## src/accel_bank_pkg.sv

```systemverilog
// Purpose: Shared constants for the accelerometer control register bank.
// Assumes: Byte-wide registers reached through an auto-incrementing pointer.
// Notes:   Field positions of single control bits are gathered here.
package accel_bank_pkg;

   // Register addresses of the bank and of the neighbouring output data block.
   localparam logic [7:0] ADDR_REPORT     = 8'h14;
   localparam logic [7:0] ADDR_CFG1       = 8'h15;
   localparam logic [7:0] ADDR_CFG2       = 8'h16;
   localparam logic [7:0] ADDR_CFG3       = 8'h17;
   localparam logic [7:0] ADDR_CFG4       = 8'h18;
   localparam logic [7:0] ADDR_CFG5       = 8'h19;
   localparam logic [7:0] ADDR_WAKE_LO    = 8'h1A;
   localparam logic [7:0] ADDR_WAKE_HI    = 8'h1B;
   localparam logic [7:0] ADDR_SLEEP_LO   = 8'h1C;
   localparam logic [7:0] ADDR_SLEEP_HI   = 8'h1D;
   localparam logic [7:0] ADDR_ASLP_LO    = 8'h1E;
   localparam logic [7:0] ADDR_ASLP_HI    = 8'h1F;
   localparam logic [7:0] ADDR_IRQ_EN     = 8'h20;
   localparam logic [7:0] ADDR_IRQ_ROUTE  = 8'h21;
   localparam logic [7:0] ADDR_X_TRIM     = 8'h22;
   localparam logic [7:0] ADDR_Y_TRIM     = 8'h23;
   localparam logic [7:0] ADDR_DATA_FIRST = 8'h0C;
   localparam logic [7:0] ADDR_DATA_LAST  = 8'h11;

   // Reset values; the _HI variants apply while the boot strap pin is high.
   localparam logic [7:0] DEF_ZERO        = 8'h00;
   localparam logic [7:0] DEF_REPORT_HI   = 8'h01;
   localparam logic [7:0] DEF_CFG1_HI     = 8'h03;
   localparam logic [7:0] DEF_CFG3_HI     = 8'hC0;
   localparam logic [7:0] DEF_CFG4        = 8'h01;
   localparam logic [7:0] DEF_IRQ_EN_HI   = 8'h20;

   // Single control bits inside the configuration registers.
   localparam int unsigned BIT_SOFT_RESET = 7;   // In sensor_setup_range_selftest.
   localparam int unsigned BIT_ACTIVE     = 0;   // In sensor_setup_range_selftest.
   localparam int unsigned BIT_FAST_READ  = 0;   // In sensor_setup_power_endian.
   localparam int unsigned BIT_X_SKIP     = 7;   // In sensor_setup_axis_skip_hibernate.
   localparam int unsigned BIT_Y_SKIP     = 6;
   localparam int unsigned BIT_Z_SKIP     = 5;

   // Field layout of the operating state report.
   localparam int unsigned REP_STATE_LSB  = 0;
   localparam int unsigned REP_CNT_LSB    = 2;
   localparam int unsigned REP_ERR_BIT    = 7;

   // Widths.
   localparam int unsigned IDLE_W         = 12;
   localparam int unsigned HI_NIBBLE_W    = 4;

   // Start-up phases: strap settling, default load, normal run.
   typedef enum logic [1:0] {
      PH_SYNC   = 2'b00,
      PH_SETTLE = 2'b01,
      PH_LOAD   = 2'b10,
      PH_RUN    = 2'b11
   } boot_phase_t;

endpackage

```

## src/accel_control_register_bank.sv

```systemverilog
// Purpose: Control register bank 0x14..0x23 with pointer, strap defaults and auto-sleep.
// Assumes: The serial front end runs on clk_i and hands over one byte per strobe.
// Notes:   Accesses before ready_o are ignored; soft reset reloads the defaults.
//
// Behaviour
// - Read-only state report at 0x14, strap default.
// - Range/selftest/reset/active register at 0x15, strap default.
// - Power, endian, increment, fast-read register at 0x16.
// - Rate and decimation register at 0x17, strap default.
// - Wake sources and pin setup at 0x18.
// - Axis skip and hibernate register at 0x19.
// - Twelve-bit wake idle time at 0x1A/0x1B.
// - Twelve-bit sleep idle time at 0x1C/0x1D.
// - Inactivity count reached enters automatic sleep.
// - Interrupt enable 0x20 and routing 0x21.
// - X and Y zero-g trims at 0x22/0x23.
// - Skipped axes bypassed during auto-increment.
`timescale 1ns/100ps
module accel_control_register_bank
   import accel_bank_pkg::*;
(
   // Clock and reset.
   input  wire logic              clk_i,
   input  wire logic              arst_n_i,
   // Boot strap pin, asynchronous.
   input  wire logic              boot_strap_pin_i,
   // Byte access port from the serial front end.
   input  wire logic              acc_start_i,
   input  wire logic [7:0]        acc_addr_i,
   input  wire logic              acc_wr_i,
   input  wire logic [7:0]        acc_wdata_i,
   input  wire logic              acc_rd_i,
   output logic      [7:0]        rd_data_o,
   output logic                   rd_valid_o,
   output logic      [7:0]        pointer_o,
   output logic                   ready_o,
   // Sensor core state and activity.
   input  wire logic              core_upd_i,
   input  wire logic [1:0]        core_state_i,
   input  wire logic              gate_err_i,
   input  wire logic [4:0]        gate_cnt_i,
   input  wire logic              sample_tick_i,
   input  wire logic              activity_i,
   output logic                   auto_sleep_o,
   // Configuration towards the sensor core.
   output logic      [7:0]        operating_state_report_o,
   output logic      [7:0]        range_selftest_o,
   output logic      [7:0]        power_endian_o,
   output logic      [7:0]        rate_decimation_o,
   output logic      [7:0]        wake_sources_pins_o,
   output logic      [7:0]        axis_skip_hibernate_o,
   output logic      [IDLE_W-1:0] wake_idle_o,
   output logic      [IDLE_W-1:0] sleep_idle_o,
   output logic      [IDLE_W-1:0] inactivity_timeout_o,
   output logic      [7:0]        irq_output_enable_o,
   output logic      [7:0]        irq_pin_routing_o,
   output logic      [7:0]        x_zero_g_trim_o,
   output logic      [7:0]        y_zero_g_trim_o
);

   // Reset value of a bank register for a given strap level.
   function automatic logic [7:0] default_of(input logic [7:0] a, input logic strap);
      logic [7:0] v;
      v = DEF_ZERO;
      if (a == ADDR_REPORT && strap) v = DEF_REPORT_HI;
      if (a == ADDR_CFG1 && strap) v = DEF_CFG1_HI;
      if (a == ADDR_CFG3 && strap) v = DEF_CFG3_HI;
      if (a == ADDR_CFG4) v = DEF_CFG4;
      if (a == ADDR_IRQ_EN && strap) v = DEF_IRQ_EN_HI;
      return v;
   endfunction

   // True for addresses held in the writable part of the bank.
   function automatic logic in_cfg(input logic [7:0] a);
      return (a >= ADDR_CFG1) && (a <= ADDR_Y_TRIM);
   endfunction

   // Next pointer value. Inside the output data block the pointer walks the
   // axes in X, Y, Z order, skips axes marked skipped and wraps to the block
   // start; in fast-read mode only the leading byte of each axis is visited.
   function automatic logic [7:0] next_addr(input logic [7:0] a, input logic fast,
                                            input logic [2:0] skip);
      logic [7:0] r;
      logic [1:0] axis;
      logic [1:0] cand;
      logic       found;
      r     = a + 8'h01;
      axis  = 2'b00;
      cand  = 2'b00;
      found = 1'b0;
      if (a >= ADDR_DATA_FIRST && a <= ADDR_DATA_LAST) begin
         axis = 2'((a - ADDR_DATA_FIRST) >> 1);
         if (!fast && !a[0]) begin
            r = a + 8'h01;
         end else begin
            r = a;
            for (int i = 1; i <= 3; i++) begin
               cand = 2'((int'(axis) + i) % 3);
               if (!found && !skip[cand]) begin
                  r     = ADDR_DATA_FIRST + {5'h00, cand, 1'b0};
                  found = 1'b1;
               end
            end
         end
      end
      return r;
   endfunction

   // Strap synchroniser; only the second stage is read by logic.
   logic        strap_meta;
   logic        strap_sync;
   always_ff @(posedge clk_i or negedge arst_n_i) begin
      if (!arst_n_i) begin
         strap_meta <= 1'b0;
         strap_sync <= 1'b0;
      end else begin
         strap_meta <= boot_strap_pin_i;
         strap_sync <= strap_meta;
      end
   end

   // Register storage.
   logic [7:0]  cfg_mem [ADDR_CFG1:ADDR_Y_TRIM];
   logic [7:0]  report;
   logic [7:0]  ptr;
   boot_phase_t phase;
   logic        fast_rd;
   logic [2:0]  skip_bits;
   logic        take_byte;
   logic        soft_rst;

   assign fast_rd   = cfg_mem[ADDR_CFG2][BIT_FAST_READ];
   assign skip_bits = {cfg_mem[ADDR_CFG5][BIT_Z_SKIP], cfg_mem[ADDR_CFG5][BIT_Y_SKIP],
                       cfg_mem[ADDR_CFG5][BIT_X_SKIP]};
   assign take_byte = (phase == PH_RUN) && !acc_start_i && (acc_wr_i || acc_rd_i);
   assign soft_rst  = take_byte && acc_wr_i && (ptr == ADDR_CFG1) && acc_wdata_i[BIT_SOFT_RESET];

   // Start-up sequence. The strap is only trusted once it has crossed both
   // synchroniser stages, so defaults are applied on the third edge after release.
   // A soft reset re-enters the load phase and samples the strap again.
   always_ff @(posedge clk_i or negedge arst_n_i) begin
      if (!arst_n_i) begin
         phase   <= PH_SYNC;
         ready_o <= 1'b0;
      end else begin
         unique case (phase)
            PH_SYNC:   phase <= PH_SETTLE;
            PH_SETTLE: phase <= PH_LOAD;
            PH_LOAD:   phase <= PH_RUN;
            PH_RUN:    phase <= soft_rst ? PH_LOAD : PH_RUN;
         endcase
         // Kept as its own flop so the port never carries decode glitches.
         ready_o <= (phase == PH_LOAD) || ((phase == PH_RUN) && !soft_rst);
      end
   end

   // Configuration registers: defaults on load, byte writes at the pointer.
   always_ff @(posedge clk_i or negedge arst_n_i) begin
      if (!arst_n_i) begin
         for (int a = int'(ADDR_CFG1); a <= int'(ADDR_Y_TRIM); a++) begin
            cfg_mem[a] <= DEF_ZERO;
         end
         // Only the wake source register has a nonzero value with the strap low.
         cfg_mem[ADDR_CFG4] <= DEF_CFG4;
      end else if (phase == PH_LOAD) begin
         for (int a = int'(ADDR_CFG1); a <= int'(ADDR_Y_TRIM); a++) begin
            cfg_mem[a] <= default_of(8'(a), strap_sync);
         end
      end else if (take_byte && acc_wr_i && in_cfg(ptr) && !soft_rst) begin
         cfg_mem[ptr] <= acc_wdata_i;
      end
   end

   // State report follows the core; host writes never reach it.
   always_ff @(posedge clk_i or negedge arst_n_i) begin
      if (!arst_n_i) begin
         report <= DEF_ZERO;
      end else if (phase == PH_LOAD) begin
         report <= default_of(ADDR_REPORT, strap_sync);
      end else if (core_upd_i) begin
         report                                    <= DEF_ZERO;
         report[REP_STATE_LSB +: 2]                <= core_state_i;
         report[REP_CNT_LSB +: 5]                  <= gate_cnt_i;
         report[REP_ERR_BIT]                       <= gate_err_i;
      end
   end

   // Address pointer: loaded by a start, advanced after every byte.
   always_ff @(posedge clk_i or negedge arst_n_i) begin
      if (!arst_n_i) begin
         ptr <= DEF_ZERO;
      end else if (phase == PH_RUN && acc_start_i) begin
         ptr <= acc_addr_i;
      end else if (take_byte) begin
         ptr <= next_addr(ptr, fast_rd, skip_bits);
      end
   end

   // Read data; addresses outside the bank read as zero.
   always_ff @(posedge clk_i or negedge arst_n_i) begin
      if (!arst_n_i) begin
         rd_data_o  <= DEF_ZERO;
         rd_valid_o <= 1'b0;
      end else begin
         rd_valid_o <= take_byte && acc_rd_i && !acc_wr_i;
         if (take_byte && acc_rd_i && !acc_wr_i) begin
            if (ptr == ADDR_REPORT) begin
               rd_data_o <= report;
            end else if (in_cfg(ptr)) begin
               rd_data_o <= cfg_mem[ptr];
            end else begin
               rd_data_o <= DEF_ZERO;
            end
         end
      end
   end

   // Inactivity counter for automatic sleep. Samples without activity are
   // counted while active; the host must load a nonzero low byte, otherwise
   // the feature stays off and the core remains awake.
   logic [IDLE_W-1:0] inact_cnt;
   logic [IDLE_W-1:0] aslp_limit;
   logic              aslp_on;
   assign aslp_limit = {cfg_mem[ADDR_ASLP_HI][HI_NIBBLE_W-1:0], cfg_mem[ADDR_ASLP_LO]};
   assign aslp_on    = (cfg_mem[ADDR_ASLP_LO] != DEF_ZERO) && cfg_mem[ADDR_CFG1][BIT_ACTIVE];

   always_ff @(posedge clk_i or negedge arst_n_i) begin
      if (!arst_n_i) begin
         inact_cnt    <= '0;
         auto_sleep_o <= 1'b0;
      end else if (!aslp_on || phase != PH_RUN) begin
         inact_cnt    <= '0;
         auto_sleep_o <= 1'b0;
      end else if (sample_tick_i) begin
         if (activity_i) begin
            inact_cnt    <= '0;
            auto_sleep_o <= 1'b0;
         end else if (!auto_sleep_o) begin
            inact_cnt <= inact_cnt + 12'h001;
            if (inact_cnt + 12'h001 >= aslp_limit) begin
               auto_sleep_o <= 1'b1;
            end
         end
      end
   end

   // Status and configuration views, all taken from flip-flops.
   assign pointer_o                = ptr;
   assign operating_state_report_o = report;
   assign range_selftest_o         = cfg_mem[ADDR_CFG1];
   assign power_endian_o           = cfg_mem[ADDR_CFG2];
   assign rate_decimation_o        = cfg_mem[ADDR_CFG3];
   assign wake_sources_pins_o      = cfg_mem[ADDR_CFG4];
   assign axis_skip_hibernate_o    = cfg_mem[ADDR_CFG5];
   assign wake_idle_o              = {cfg_mem[ADDR_WAKE_HI][HI_NIBBLE_W-1:0], cfg_mem[ADDR_WAKE_LO]};
   assign sleep_idle_o             = {cfg_mem[ADDR_SLEEP_HI][HI_NIBBLE_W-1:0], cfg_mem[ADDR_SLEEP_LO]};
   assign inactivity_timeout_o     = aslp_limit;
   assign irq_output_enable_o      = cfg_mem[ADDR_IRQ_EN];
   assign irq_pin_routing_o        = cfg_mem[ADDR_IRQ_ROUTE];
   assign x_zero_g_trim_o          = cfg_mem[ADDR_X_TRIM];
   assign y_zero_g_trim_o          = cfg_mem[ADDR_Y_TRIM];

   // Checks on the documented behaviour.
   a_report_ro_write: assert property (@(posedge clk_i) disable iff (!arst_n_i)
      (take_byte && acc_wr_i && ptr == ADDR_REPORT && !core_upd_i) |=> $stable(report))
      else $error("State report changed by a host write.");

   a_cfg1_strap_default: assert property (@(posedge clk_i) disable iff (!arst_n_i)
      (phase == PH_LOAD) |=> (range_selftest_o == ($past(strap_sync) ? DEF_CFG1_HI : DEF_ZERO)))
      else $error("Range register default wrong for strap.");

   a_cfg2_zero_default: assert property (@(posedge clk_i) disable iff (!arst_n_i)
      (phase == PH_LOAD) |=> (power_endian_o == DEF_ZERO) && ready_o)
      else $error("Power register default not zero.");

   a_cfg3_strap_default: assert property (@(posedge clk_i) disable iff (!arst_n_i)
      (phase == PH_LOAD && strap_sync) |=> (rate_decimation_o == DEF_CFG3_HI))
      else $error("Rate register default wrong.");

   a_cfg4_default_one: assert property (@(posedge clk_i) disable iff (!arst_n_i)
      (phase == PH_LOAD) |=> (wake_sources_pins_o == DEF_CFG4))
      else $error("Wake source register default wrong.");

   a_cfg5_write_lands: assert property (@(posedge clk_i) disable iff (!arst_n_i)
      (take_byte && acc_wr_i && ptr == ADDR_CFG5) |=> (axis_skip_hibernate_o == $past(acc_wdata_i)))
      else $error("Axis skip register write lost.");

   a_wake_idle_high: assert property (@(posedge clk_i) disable iff (!arst_n_i)
      (take_byte && acc_wr_i && ptr == ADDR_WAKE_HI)
      |=> (wake_idle_o[IDLE_W-1:8] == $past(acc_wdata_i[HI_NIBBLE_W-1:0])))
      else $error("Wake idle high nibble wrong.");

   a_sleep_idle_low: assert property (@(posedge clk_i) disable iff (!arst_n_i)
      (take_byte && acc_wr_i && ptr == ADDR_SLEEP_LO) |=> (sleep_idle_o[7:0] == $past(acc_wdata_i)))
      else $error("Sleep idle low byte wrong.");

   a_sleep_on_limit: assert property (@(posedge clk_i) disable iff (!arst_n_i)
      (phase == PH_RUN && aslp_on && sample_tick_i && !activity_i && !auto_sleep_o
       && inact_cnt + 12'h001 >= aslp_limit && !soft_rst) |=> auto_sleep_o)
      else $error("Automatic sleep not entered at limit.");

   a_no_sleep_zero_lo: assert property (@(posedge clk_i) disable iff (!arst_n_i)
      (cfg_mem[ADDR_ASLP_LO] == DEF_ZERO) |=> !auto_sleep_o)
      else $error("Automatic sleep with zero timeout low byte.");

   a_irq_en_default: assert property (@(posedge clk_i) disable iff (!arst_n_i)
      (phase == PH_LOAD) |=> (irq_output_enable_o == ($past(strap_sync) ? DEF_IRQ_EN_HI : DEF_ZERO))
      && (irq_pin_routing_o == DEF_ZERO))
      else $error("Interrupt enable default wrong.");

   a_y_trim_write: assert property (@(posedge clk_i) disable iff (!arst_n_i)
      (take_byte && acc_wr_i && ptr == ADDR_Y_TRIM) |=> (y_zero_g_trim_o == $past(acc_wdata_i)))
      else $error("Y trim write lost.");

   a_skip_x_axis: assert property (@(posedge clk_i) disable iff (!arst_n_i)
      (take_byte && ptr == ADDR_DATA_LAST && skip_bits == 3'b001) |=> (ptr == ADDR_DATA_FIRST + 8'h02))
      else $error("Skipped axis not bypassed.");

   a_ptr_increment: assert property (@(posedge clk_i) disable iff (!arst_n_i)
      (take_byte && ptr >= ADDR_REPORT && ptr < ADDR_Y_TRIM) |=> (ptr == $past(ptr) + 8'h01))
      else $error("Pointer did not advance by one.");

   a_soft_reset_ready: assert property (@(posedge clk_i) disable iff (!arst_n_i)
      soft_rst |=> !ready_o ##1 ready_o)
      else $error("Bank not reopened one cycle after soft reset.");

   a_read_answer: assert property (@(posedge clk_i) disable iff (!arst_n_i)
      (take_byte && acc_rd_i && !acc_wr_i && ptr == ADDR_REPORT)
      |=> rd_valid_o && (rd_data_o == $past(report)))
      else $error("State report read answered wrongly.");

   a_x_trim_write: assert property (@(posedge clk_i) disable iff (!arst_n_i)
      (take_byte && acc_wr_i && ptr == ADDR_X_TRIM) |=> (x_zero_g_trim_o == $past(acc_wdata_i)))
      else $error("X trim write lost.");

   a_fast_skip_leap: assert property (@(posedge clk_i) disable iff (!arst_n_i)
      (take_byte && fast_rd && ptr == ADDR_DATA_LAST - 8'h01 && skip_bits == 3'h1)
      |=> (ptr == ADDR_DATA_FIRST + 8'h02))
      else $error("Fast read did not leap over the skipped axis.");

   a_sleep_wakes: assert property (@(posedge clk_i) disable iff (!arst_n_i)
      (phase == PH_RUN && aslp_on && sample_tick_i && activity_i) |=> !auto_sleep_o)
      else $error("Activity did not end automatic sleep.");

endmodule

```

## config.mk

```make
export PLATFORM = sky130hd
export DESIGN_NAME = accel_control_register_bank
export DESIGN_NICKNAME = d
export VERILOG_FILES = /design/src/accel_bank_pkg.sv /design/src/accel_control_register_bank.sv
export SDC_FILE = /design/constraint.sdc
export NUM_CORES = 1
export LEC_CHECK = 0
export ABC_AREA = 1
export BUFFER_PORTS_ARGS = -buffer_cell sky130_fd_sc_hd__buf_2
export CAP_MARGIN = 20
export CORE_ASPECT_RATIO = 0.5
export CORE_MARGIN = 3
export CORE_UTILIZATION = 50
export CTS_CLUSTER_DIAMETER = 80
export DETAILED_ROUTE_END_ITERATION = 12
export HOLD_SLACK_MARGIN = 0.05
export PLACE_DENSITY = 0.72
export REMOVE_ABC_BUFFERS = 1
export SYNTH_ARGS = -nofsm -noshare
export SYNTH_HDL_FRONTEND = slang
export SYNTH_SLANG_ARGS = --single-unit
```

## constraint.sdc

```tcl
create_clock -name clk_i -period 3.6 [get_ports clk_i]
set_input_delay 0.18 -clock clk_i [delete_from_list [all_inputs] [get_ports clk_i]]
set_output_delay 0.18 -clock clk_i [all_outputs]
set_load 0.01 [all_outputs]
```

==> results of run 1 <==
[worst max-delay path: stages (launching register included)]
cell and delay, ps:
sky130_fd_sc_hd__dfrtp_1 420, sky130_fd_sc_hd__ha_1 210, sky130_fd_sc_hd__nand3_1 120, sky130_fd_sc_hd__nor3_1 260, sky130_fd_sc_hd__nand3_1 160, sky130_fd_sc_hd__nor2_1 150, sky130_fd_sc_hd__xor2_1 260, sky130_fd_sc_hd__ha_1 290
sky130_fd_sc_hd__nand2_1 80, sky130_fd_sc_hd__nor2_1 50, sky130_fd_sc_hd__a211oi_1 220, sky130_fd_sc_hd__nand4_1 150, sky130_fd_sc_hd__nand2_1 80, sky130_fd_sc_hd__nand2_1 40, sky130_fd_sc_hd__dlygate4sd3_1 540
[final timing paths]
kind / end / start / slack (ps)
min: pointer_o[4]$_DFFE_PN0P_ / acc_addr_i[4] / 60
max reg2reg: auto_sleep_o$_DFFE_PN0P_ / inact_cnt[0]$_DFFE_PN0P_ / 440
max: auto_sleep_o$_DFFE_PN0P_ / inact_cnt[0]$_DFFE_PN0P_ / 440
min in group asynchronous: axis_skip_hibernate_o[7]$_DFFE_PN0P_ / arst_n_i / 380
min reg2reg: strap_sync$_DFF_PN0_ / strap_meta$_DFF_PN0_ / 350
max in group asynchronous: wake_sources_pins_o[0]$_DFFE_PN1P_ / arst_n_i / 2210
[registers in the layout (all words and copies together) (netlist names), 12 cells and up]
register              flops
inactivity_timeout_o     12
wake_idle_o              12
inact_cnt                12
cfg_mem                  12
sleep_idle_o             12
[what timing repair did]
action | CTS | global route
buffers inserted | 0 | 0
hold buffers | 17 | 0
setup endpoints to repair | 0 | 0
endpoints found under the hold margin | 103 | 0
[routing by layer]
layer / global-route usage (%) / up-vias / routed length [um]
met4: 9.19 / 0 / 694
met3: 7.49 / 61 / 3050
met5: 0 / - / 0
li1: - / 4452 / -
met2: 43.7 / 485 / 14200
met1: 37.9 / 4496 / 13200
[cells in the mapped netlist, types with 2 or more instances]
master                     number
sky130_fd_sc_hd__o211ai_1      24
sky130_fd_sc_hd__a21oi_1       28
sky130_fd_sc_hd__ha_1          21
sky130_fd_sc_hd__a21boi_0       3
sky130_fd_sc_hd__buf_2         12
sky130_fd_sc_hd__or2_2         11
sky130_fd_sc_hd__nor4_1         3
sky130_fd_sc_hd__o22ai_1        6
sky130_fd_sc_hd__nor2_1       106
sky130_fd_sc_hd__nand2_1      398
sky130_fd_sc_hd__nand2_2        2
sky130_fd_sc_hd__o21ai_0      103
sky130_fd_sc_hd__clkbuf_1      42
sky130_fd_sc_hd__dfrtp_1      162
sky130_fd_sc_hd__clkinv_1       5
sky130_fd_sc_hd__nand2_4       10
sky130_fd_sc_hd__inv_1         94
sky130_fd_sc_hd__nand4_1        7
sky130_fd_sc_hd__inv_2          4
sky130_fd_sc_hd__nand3_1      177
sky130_fd_sc_hd__nor2_4         2
sky130_fd_sc_hd__buf_4        111
sky130_fd_sc_hd__inv_4          7
sky130_fd_sc_hd__nor3_1        14
sky130_fd_sc_hd__o31ai_1        3
sky130_fd_sc_hd__xor2_1        12
sky130_fd_sc_hd__clkinv_2       4
sky130_fd_sc_hd__nor3_2         2
[through the flow]
stage	worst slack, ps	total power, uW	TNS, ps	area (sq um)	hold WS (ps)
finish	439	4610	0	11000	62.4
CTS	454	4600	0	11000	61.2
floorplan	-823	2490	-80790	9030	-116
global route	111	4790	0	11000	84.3
detailed placement	917	2820	0	10300	290
global placement	1020	2810	0	10300	290
[kinds of logic (layout without fill, tap and decap cells)]
kind of cell | Yosys count | after routing | synth area share, %
and+or+nand+nor | 735 | 735 | 31.3
buffers and inverters | 282 | 342 | 15.1
AOI/OAI and AO/OA | 171 | 171 | 9.50
DFF | 163 | 163 | 40.4
adders and majority gates | 21 | 21 | 2.60
xor gates and xnor gates | 12 | 12 | 1.04
[final cells by class]
cell class / count / area (sq um) / share of cell area [%]
multi-input combinational: 939 / 4500 / 40.8
sequential: 163 / 4080 / 37.0
timing repair buffer: 197 / 1110 / 10.1
clock buffer: 22 / 464 / 4.21
inverter: 114 / 452 / 4.09
tap: 266 / 333 / 3.02
clock inverter: 9 / 95.1 / 0.862
[where the power goes]
group          internal, uW  switching (uW)  total, uW
Combinational           264             588        853
Sequential             1890            81.5       1970
Clock                   993             794       1790
==> tab_implementation.tex, run 1 <==
\begin{tabular}{lr}
\hline
Metric & Value \\
\hline
\multicolumn{2}{l}{\textbf{CTS}} \\
Insertion delay of the later-clocked pin in the worst-skew pair & 450 ps \\
Root buffer cell & sky130\_fd\_sc\_hd\_\_clkbuf\_16 \\
Num CTS Buffers & 17 \\
Clk slew on worst S/H paths & 60 ps \\
H-tree levels & 4 \\
Sinks on the clock net & 163 \\
Clock tree from TritonCTS & yes \\
Buffers from clock root to sink, at most & 2 \\
Count of instances resized after the clock tree is built & 0 \\
\multicolumn{2}{l}{\textbf{Cells and area}} \\
Share of post-route cells with drive strength above 1 & 17.8\% \\
Number of filler cells placed in the layout & 1885 \\
Area growth, synth to finish & 9.13\% \\
Highest-count cells in the layout ignoring fill and taps & sky130\_fd\_sc\_hd\_\_nand2\_1, sky130\_fd\_sc\_hd\_\_nand3\_1, sky130\_fd\_sc\_hd\_\_buf\_2, sky130\_fd\_sc\_hd\_\_dfrtp\_1, sky130\_fd\_sc\_hd\_\_nor2\_1 \\
Final cell utilization of the core & 56.2\% \\
Most common library cell in the layout ignoring fill and taps & sky130\_fd\_sc\_hd\_\_nand2\_1 \\
Number of standard cells in the final layout excluding fillers & 1710 \\
Total number of nets in the final design & 1486 \\
Count of antenna diodes in the layout & 0 \\
\multicolumn{2}{l}{\textbf{Yosys}} \\
Library cells used by synthesis & 39 \\
Instance count of the mapped netlist & 1384 \\
Async SR Flop Fraction & 100\% \\
Share of the yosys chip area belonging to registers & 40.4\% \\
Commonest register cell after synthesis & sky130\_fd\_sc\_hd\_\_dfrtp\_1 \\
Area share of the largest cell type after synthesis & 40.1\% \\
YS warnings & 0 \\
Biggest area consumer among synthesized cells & sky130\_fd\_sc\_hd\_\_dfrtp\_1 \\
Syn avg cell area & 7.30 sq um \\
Count of flip-flops with a built-in enable after synthesis & 0 \\
Number of synthesized register bits & 163 \\
Largest cells by area after synthesis & sky130\_fd\_sc\_hd\_\_dfrtp\_1, sky130\_fd\_sc\_hd\_\_nand2\_1, sky130\_fd\_sc\_hd\_\_nand3\_1 \\
Post-synthesis cell area & 10100 sq um \\
\multicolumn{2}{l}{\textbf{Worst setup path}} \\
Worst-path maximum fanout & 5 \\
Data arrival time at the worst-slack endpoint & 3490 ps \\
Critical path launch point type & flip-flop \\
Cell depth of the worst flop-to-flop path & 14 \\
Worst Setup End Kind & flip-flop \\
Required time worst endpoint & 3930 ps \\
Path type of the worst setup path & reg -> reg \\
\multicolumn{2}{l}{\textbf{Power and ir drop}} \\
Worst VDD drop & 0.212 mV \\
Pleak & 0.00627 uW \\
Power per cell area & 418 nW/um\^{}2 \\
\multicolumn{2}{l}{\textbf{Die}} \\
Die area & 22100 sq um \\
Number of top-level design ports & 168 \\
Number of placement rows & 36 \\
Vertical extent of the die & 107 um \\
Die X & 207 um \\
Core ar. & 19600 sq um \\
Initial standard-cell utilization of the core & 51.5\% \\
\multicolumn{2}{l}{\textbf{Timing}} \\
Fin. Hold Viols & 0 \\
Final clock period utilization by the worst path & 87.8\% \\
Final setup viols & 0 \\
Upper clock frequency limit & 0.316 GHz \\
Final-report max-slew violation count & 0 \\
Setup repair after global routing missed its margin & false \\
Worst slew pin tran & 935 ps \\
Final min period & 3160 ps \\
Rel. slew slack & 37.7\% \\
Largest clock skew in the final design & 10.2 ps \\
\multicolumn{2}{l}{\textbf{Routing}} \\
WL/cell & 18.2 um \\
Overall routed net length & 31100 um \\
Number of nets with antenna violations after routing & 0 \\
Violation count after the first detailed-routing iteration & 1135 \\
Number of vias after detailed routing & 9494 \\
Initial DRT Pass Iterations & 6 \\
Vias per cell & 5.55 \\
DRC violation count after routing & 0 \\
\multicolumn{2}{l}{\textbf{Placement}} \\
Placer's final routability congestion estimate & 0.923 \\
Sum of net half-perimeters after detailed placement & 21800 um \\
Placed cells & 1662 \\
Buffers added on ports & 167 \\
\multicolumn{2}{l}{\textbf{Global route}} \\
Largest net degree at the start of global routing & 93 \\
First-pass GRT wire length & 48700 um \\
Number of global-route vias before repair & 9023 \\
Total Routing Usage GR & 27.9\% \\
Number of antenna violations at the first check in global routing & 0 \\
Global-route congestion overflow total & 0 \\
\multicolumn{2}{l}{\textbf{Hold path}} \\
Instance count along the most critical hold path & 5 \\
Class of the tightest hold or removal check & in -> reg \\
\multicolumn{2}{l}{\textbf{Status}} \\
Result of the run & completed \\
\multicolumn{2}{l}{\textbf{Flow run}} \\
Number of maximum-capacitance constraint violations & 0 \\
\hline
\end{tabular}
No activity file was read; power rests on OpenSTA's default activity.
==> inputs of run 2 (changes only) <==
--- a/config.mk
+++ b/config.mk
@@ -13,7 +13,7 @@
 export CORE_UTILIZATION = 50
 export CTS_CLUSTER_DIAMETER = 80
 export DETAILED_ROUTE_END_ITERATION = 12
-export HOLD_SLACK_MARGIN = 0.05
+export HOLD_SLACK_MARGIN = 0.15
 export PLACE_DENSITY = 0.72
 export REMOVE_ABC_BUFFERS = 1
 export SYNTH_ARGS = -nofsm -noshare
==> tab_implementation.tex, run 2 (synthesis results as in run 1) <==
\begin{tabular}{lr}
\hline
Metric & Value \\
\hline
\multicolumn{2}{l}{\textbf{Status}} \\
Result of the run & completed \\
\multicolumn{2}{l}{\textbf{Die}} \\
Vertical extent of the die & 107 um \\
Core ar. & 19600 sq um \\
Number of placement rows & 36 \\
Number of top-level design ports & 168 \\
Die area & 22100 sq um \\
Initial standard-cell utilization of the core & 51.5\% \\
Die X & 207 um \\
\multicolumn{2}{l}{\textbf{Timing}} \\
Final setup viols & 0 \\
Final setup slack of the worst path & 445 ps \\
Summed negative setup slack over all endpoints & 0 ps \\
Upper clock frequency limit & 0.317 GHz \\
Setup repair after global routing missed its margin & false \\
Final clock period utilization by the worst path & 87.6\% \\
Worst slew pin tran & 932 ps \\
Rel. slew slack & 37.9\% \\
Final min period & 3160 ps \\
Worst hold slack & 154 ps \\
Fin. Hold Viols & 0 \\
Largest clock skew in the final design & 11.1 ps \\
Final-report max-slew violation count & 0 \\
\multicolumn{2}{l}{\textbf{Worst setup path}} \\
Crit path buffers/inverters & 1 \\
Critical path launch point type & flip-flop \\
Worst-path maximum fanout & 5 \\
Crit path cell chain & ha\_1, nand3\_1, nor3\_1, nand3\_1, nor2\_1, xor2\_1, ha\_1, nand2\_1, nor2\_1, a211oi\_1, nand4\_1, nand2\_1, nand2\_1, dlygate4sd3\_1 \\
Most repeated library cell on the critical path & sky130\_fd\_sc\_hd\_\_nand2\_1 \\
Worst path max stage delay & 540 ps \\
Required time worst endpoint & 3930 ps \\
Path type of the worst setup path & reg -> reg \\
Slowest cell on the critical path & sky130\_fd\_sc\_hd\_\_dlygate4sd3\_1 \\
Category of cells accounting for the largest share of critical-path delay & simple AND/OR/NAND/NOR gates \\
Data arrival time at the worst-slack endpoint & 3480 ps \\
Worst Setup End Kind & flip-flop \\
\multicolumn{2}{l}{\textbf{Routing}} \\
WL/cell & 18.2 um \\
Number of nets with antenna violations after routing & 0 \\
Number of vias after detailed routing & 9546 \\
Violation count after the first detailed-routing iteration & 1113 \\
Vias per cell & 5.52 \\
Overall routed net length & 31400 um \\
Initial DRT Pass Iterations & 6 \\
DRC violation count after routing & 0 \\
\multicolumn{2}{l}{\textbf{Global route}} \\
First-pass GRT wire length & 49600 um \\
Number of antenna violations at the first check in global routing & 0 \\
Largest net degree at the start of global routing & 93 \\
Number of global-route vias before repair & 9158 \\
Global-route congestion overflow total & 0 \\
Total Routing Usage GR & 28.4\% \\
\multicolumn{2}{l}{\textbf{Power and ir drop}} \\
Pleak & 0.00635 uW \\
Clock power frac & 38.5\% \\
Proportion of total power due to net switching & 31.6\% \\
Switching power total & 1470 uW \\
Combinational fraction of design power & 18.9\% \\
Internal power contribution & 3170 uW \\
Seq pwr share & 42.6\% \\
Worst VDD drop & 0.210 mV \\
Power per cell area & 412 nW/um\^{}2 \\
\multicolumn{2}{l}{\textbf{Cells and area}} \\
Count of antenna diodes in the layout & 0 \\
Share of post-route cells with drive strength above 1 & 17.6\% \\
Most common library cell in the layout ignoring fill and taps & sky130\_fd\_sc\_hd\_\_nand2\_1 \\
Highest-count cells in the layout ignoring fill and taps & sky130\_fd\_sc\_hd\_\_nand2\_1, sky130\_fd\_sc\_hd\_\_nand3\_1, sky130\_fd\_sc\_hd\_\_buf\_2, sky130\_fd\_sc\_hd\_\_dfrtp\_1, sky130\_fd\_sc\_hd\_\_nor2\_1 \\
Total number of nets in the final design & 1506 \\
Number of standard cells in the final layout excluding fillers & 1730 \\
Area growth, synth to finish & 11.1\% \\
\multicolumn{2}{l}{\textbf{Placement}} \\
Buffers added on ports & 167 \\
Placer's final routability congestion estimate & 0.923 \\
Sum of net half-perimeters after detailed placement & 21800 um \\
Placed cells & 1662 \\
Worst slack at placement & 917 ps \\
\multicolumn{2}{l}{\textbf{CTS}} \\
H-tree levels & 4 \\
Num CTS Buffers & 17 \\
Clock tree from TritonCTS & yes \\
Sinks on the clock net & 163 \\
Buffers from clock root to sink, at most & 2 \\
Insertion delay of the later-clocked pin in the worst-skew pair & 450 ps \\
Root buffer cell & sky130\_fd\_sc\_hd\_\_clkbuf\_16 \\
Clk slew on worst S/H paths & 60 ps \\
\multicolumn{2}{l}{\textbf{Hold path}} \\
Class of the tightest hold or removal check & in -> reg \\
\multicolumn{2}{l}{\textbf{Flow run}} \\
Number of maximum-capacitance constraint violations & 0 \\
\hline
\end{tabular}
[run 2: cell count changes in the layout (fill, tap and decap cells not counted)]
| cell | previous run | this run |
|---|---|---|
| sky130_fd_sc_hd__dlygate4sd3_1 | 17 | 37 |
[run 2: through the flow]
stage	util (%)	total power (uW)	area (sq um)
after global routing	57.2	4820	11200
after detailed placement	52.5	2820	10300
after global placement	52.5	2810	10300
after floorplan	-	2490	9030
final	57.2	4630	11200
after CTS	57.2	4620	11200
[run 2: final timing paths]
path / slack (ps) / from / end / depth (start not counted)
setup reg to reg: 440 / inact_cnt[0]$_DFFE_PN0P_ / auto_sleep_o$_DFFE_PN0P_ / 14
min in group asynchronous: 390 / arst_n_i / axis_skip_hibernate_o[7]$_DFFE_PN0P_ / 2
hold reg to reg: 350 / strap_meta$_DFF_PN0_ / strap_sync$_DFF_PN0_ / 0
max in group asynchronous: 2220 / arst_n_i / wake_sources_pins_o[0]$_DFFE_PN1P_ / 3
hold / removal: 150 / acc_start_i / pointer_o[0]$_DFFE_PN0P_ / 4
setup / recovery: 440 / inact_cnt[0]$_DFFE_PN0P_ / auto_sleep_o$_DFFE_PN0P_ / 14
[run 2: tightest hold or removal path: cells and delay by family]
kind | cells | cell delay, ps
buf+inv | 1 | 100
simple gates | 3 | 260
[run 2: power groups by stage]
stage,Clock [uW],Combinational (uW),Sequential [uW]
6_report,1780,874,1980
5_1_grt,1870,962,1980
4_1_cts,1800,853,1970
3_5_place_dp,0,816,2010
3_3_place_gp,0,805,2000
2_1_floorplan,0,445,2040
[run 2: what timing repair did]
item,in CTS,in global routing
resized for setup,0,0
buffers inserted,0,0
hold buffers,37,0
hold endpoints to repair,127,0
[run 2: cell type report]
class                           instances  area, sq um
Clock inverter                          9         95.1
Sequential cell                       163         4080
Fill cell                            1859         8410
Multi-Input combinational cell        939         4500
Tap cell                              266          333
Clock buffer                           22          464
Inverter                              114          452
Timing Repair Buffer                  217         1310
[run 2: routing by layer]
layer  vias up  GRT usage (%)  part of all wire [%]
li1       4483              -                     -
met1      4537           38.4                    42
met2       461           44.6                    46
met3        65           7.46                   9.8
met4         0           9.58                   2.5
met5         -              0                     0
==> inputs of run 3 (changes only) <==
--- a/config.mk
+++ b/config.mk
@@ -5,16 +5,14 @@
 export SDC_FILE = /design/constraint.sdc
 export NUM_CORES = 1
 export LEC_CHECK = 0
-export ABC_AREA = 1
-export BUFFER_PORTS_ARGS = -buffer_cell sky130_fd_sc_hd__buf_2
 export CAP_MARGIN = 20
 export CORE_ASPECT_RATIO = 0.5
 export CORE_MARGIN = 3
 export CORE_UTILIZATION = 50
 export CTS_CLUSTER_DIAMETER = 80
 export DETAILED_ROUTE_END_ITERATION = 12
+export DONT_BUFFER_PORTS = 1
 export HOLD_SLACK_MARGIN = 0.15
-export PLACE_DENSITY = 0.72
 export REMOVE_ABC_BUFFERS = 1
 export SYNTH_ARGS = -nofsm -noshare
 export SYNTH_HDL_FRONTEND = slang
==> tab_implementation.tex, run 3 <==
\begin{tabular}{lr}
\hline
Metric & Value \\
\hline
\multicolumn{2}{l}{\textbf{Status}} \\
Result of the run & complete, but fails checks \\
Violations in the final reports & negative hold slack \\
\multicolumn{2}{l}{\textbf{Placement}} \\
Worst slack at placement & 903 ps \\
Sum of net half-perimeters after detailed placement & 18500 um \\
Placer's final routability congestion estimate & 0.846 \\
Buffers added on ports & 0 \\
\multicolumn{2}{l}{\textbf{Timing}} \\
Final setup viols & 0 \\
Final clock period utilization by the worst path & 88.9\% \\
Upper clock frequency limit & 0.312 GHz \\
Final setup slack of the worst path & 399 ps \\
Worst hold slack & -552 ps \\
Worst slew pin tran & 835 ps \\
Final-report max-slew violation count & 0 \\
Largest clock skew in the final design & 11.7 ps \\
Summed negative setup slack over all endpoints & 0 ps \\
Fin. Hold Viols & 163 \\
Setup repair after global routing missed its margin & false \\
Final min period & 3200 ps \\
Rel. slew slack & 44.1\% \\
\multicolumn{2}{l}{\textbf{Routing}} \\
Number of vias after detailed routing & 6953 \\
DRC violation count after routing & 0 \\
Vias per cell & 6.04 \\
Initial DRT Pass Iterations & 5 \\
Overall routed net length & 27400 um \\
WL/cell & 23.8 um \\
Violation count after the first detailed-routing iteration & 739 \\
Number of nets with antenna violations after routing & 0 \\
\multicolumn{2}{l}{\textbf{Power and ir drop}} \\
Pleak & 0.00504 uW \\
Worst VDD drop & 0.357 mV \\
Power per cell area & 458 nW/um\^{}2 \\
Post-route total power & 4620 uW \\
\multicolumn{2}{l}{\textbf{CTS}} \\
Root buffer cell & sky130\_fd\_sc\_hd\_\_clkbuf\_16 \\
H-tree levels & 4 \\
Setup bufs post-CTS & 0 \\
Clk slew on worst S/H paths & 70 ps \\
Sinks on the clock net & 163 \\
Count of instances resized after the clock tree is built & 0 \\
Clock tree from TritonCTS & yes \\
Buffers from clock root to sink, at most & 2 \\
Num CTS Buffers & 17 \\
Insertion delay of the later-clocked pin in the worst-skew pair & 430 ps \\
Cts-stage hold buffer count & 42 \\
\multicolumn{2}{l}{\textbf{Worst setup path}} \\
Worst flop-to-flop path endpoint & auto\_sleep\_o\$\_DFFE\_PN0P\_ \\
Critical path launch point type & flip-flop \\
Required time worst endpoint & 3910 ps \\
Data arrival time at the worst-slack endpoint & 3520 ps \\
Cell depth of the worst flop-to-flop path & 13 \\
R2r startpoint & inact\_cnt[0]\$\_DFFE\_PN0P\_ \\
Worst Setup End Kind & flip-flop \\
Path type of the worst setup path & reg -> reg \\
Register-to-Register Setup Slack & 400 ps \\
End of the critical path & auto\_sleep\_o\$\_DFFE\_PN0P\_ \\
Worst setup path start & inact\_cnt[0]\$\_DFFE\_PN0P\_ \\
Worst-path maximum fanout & 5 \\
\multicolumn{2}{l}{\textbf{Cells and area}} \\
Total number of nets in the final design & 933 \\
Sequential Area & 4080 sq um \\
Area of the multi-input gates & 4370 sq um \\
Most common library cell in the layout ignoring fill and taps & sky130\_fd\_sc\_hd\_\_dfrtp\_1 \\
Highest-count cells in the layout ignoring fill and taps & sky130\_fd\_sc\_hd\_\_dfrtp\_1, sky130\_fd\_sc\_hd\_\_nor2\_1, sky130\_fd\_sc\_hd\_\_mux2i\_1, sky130\_fd\_sc\_hd\_\_nand2\_1, sky130\_fd\_sc\_hd\_\_a21oi\_1 \\
Area growth, synth to finish & 3.87\% \\
Share of post-route cells with drive strength above 1 & 12.8\% \\
Number of filler cells placed in the layout & 1678 \\
\multicolumn{2}{l}{\textbf{Die}} \\
Die area & 21200 sq um \\
Vertical extent of the die & 104 um \\
Number of top-level design ports & 168 \\
Number of placement rows & 35 \\
Initial standard-cell utilization of the core & 51.9\% \\
Core ar. & 18700 sq um \\
Die X & 203 um \\
\multicolumn{2}{l}{\textbf{Yosys}} \\
YS warnings & 0 \\
Cell types with the highest counts after synthesis & sky130\_fd\_sc\_hd\_\_dfrtp\_1, sky130\_fd\_sc\_hd\_\_nor2\_1, sky130\_fd\_sc\_hd\_\_buf\_4 \\
Largest cells by area after synthesis & sky130\_fd\_sc\_hd\_\_dfrtp\_1, sky130\_fd\_sc\_hd\_\_mux2i\_1, sky130\_fd\_sc\_hd\_\_buf\_4 \\
Commonest register cell after synthesis & sky130\_fd\_sc\_hd\_\_dfrtp\_1 \\
Syn avg cell area & 9.96 sq um \\
Biggest area consumer among synthesized cells & sky130\_fd\_sc\_hd\_\_dfrtp\_1 \\
Number of synthesized register bits & 163 \\
Post-synthesis cell area & 9700 sq um \\
Most instantiated library cell after synthesis & sky130\_fd\_sc\_hd\_\_dfrtp\_1 \\
Library cells used by synthesis & 65 \\
Instance count of the mapped netlist & 974 \\
Share of the yosys chip area belonging to registers & 42.1\% \\
Area share of the largest cell type after synthesis & 41.8\% \\
Count of flip-flops with a built-in enable after synthesis & 0 \\
Async SR Flop Fraction & 100\% \\
\multicolumn{2}{l}{\textbf{Global route}} \\
Number of antenna violations at the first check in global routing & 1 \\
Largest net degree at the start of global routing & 164 \\
Global-route congestion overflow total & 0 \\
Total Routing Usage GR & 26.1\% \\
Number of global-route vias before repair & 6613 \\
First-pass GRT wire length & 42500 um \\
\multicolumn{2}{l}{\textbf{Flow run}} \\
Number of maximum-capacitance constraint violations & 0 \\
\multicolumn{2}{l}{\textbf{Hold path}} \\
Class of the tightest hold or removal check & in -> async \\
\hline
\end{tabular}
run 3: metrics by stage:
stage,std cells,cell area (sq um),util [%],hold WS (ps)
final,1152,10100,53.9,-552
after detailed placement,1076,9030,48.3,-112
after floorplan,800,8520,-,-116
after global placement,1076,9030,48.3,-110
after CTS,1150,10100,53.8,-566
after global routing,1151,10100,53.9,-569
run 3: report_power, final:
group / switching (uW) / total [uW] / internal [uW]
combinational: 351 / 614 / 263
clock: 832 / 1900 / 1070
sequential: 175 / 2100 / 1920
run 3: layout make-up:
type,count,area share (%)
Clock inverter,13,1.47
Tap cell,259,3.22
Multi-Input combinational cell,614,43.4
Clock buffer,19,4.50
Timing Repair Buffer,60,6.01
Inverter,23,0.857
Antenna cell,1,0.0248
Sequential cell,163,40.5
run 3: worst min path at each step:
stage | endpoint | slack [ps] | cells after the start
after floorplan | auto_sleep_o$_DFFE_PN0P_ | -120 | 0
after CTS | pointer_o[4]$_DFFE_PN0P_ | -570 | 0
after detailed placement | operating_state_report_o[2]$_DFFE_PN0P_ | -110 | 0
after global routing | pointer_o[4]$_DFFE_PN0P_ | -570 | 0
final | operating_state_report_o[2]$_DFFE_PN0P_ | -550 | 0
after global placement | operating_state_report_o[2]$_DFFE_PN0P_ | -110 | 0
run 3: cells by family (layout without fill, tap and decap cells):
group,count (synthesis),in the layout,synth area share (%)
buf+inv,197,115,13.1
mux,117,117,15.3
compound gates,147,147,9.79
other cells,0,1,0
fa+ha+maj,21,21,2.71
simple gates,317,317,16.0
xor+xnor,12,12,1.08
flops,163,163,42.1
run 3: per-layer routing:
metal	vias up	global-route usage, %	wire (um)
li1	3109	-	-
met1	3534	38.4	12300
met2	277	37.6	12100
met3	33	8.50	2610
met4	0	5.63	415
met5	-	0	0
run 3: critical path, stage by stage (launching register included):
cell                            delay [ps]
sky130_fd_sc_hd__dfrtp_1               410
sky130_fd_sc_hd__nand3_1               160
sky130_fd_sc_hd__nor2_1                280
sky130_fd_sc_hd__nand2_1               120
sky130_fd_sc_hd__nor2_1                140
sky130_fd_sc_hd__xnor2_1               140
sky130_fd_sc_hd__inv_1                  60
sky130_fd_sc_hd__ha_1                  280
sky130_fd_sc_hd__a21o_1                160
sky130_fd_sc_hd__a21o_1                160
sky130_fd_sc_hd__a221oi_1              360
sky130_fd_sc_hd__a221o_1               200
sky130_fd_sc_hd__a31oi_1                40
sky130_fd_sc_hd__dlygate4sd3_1         570
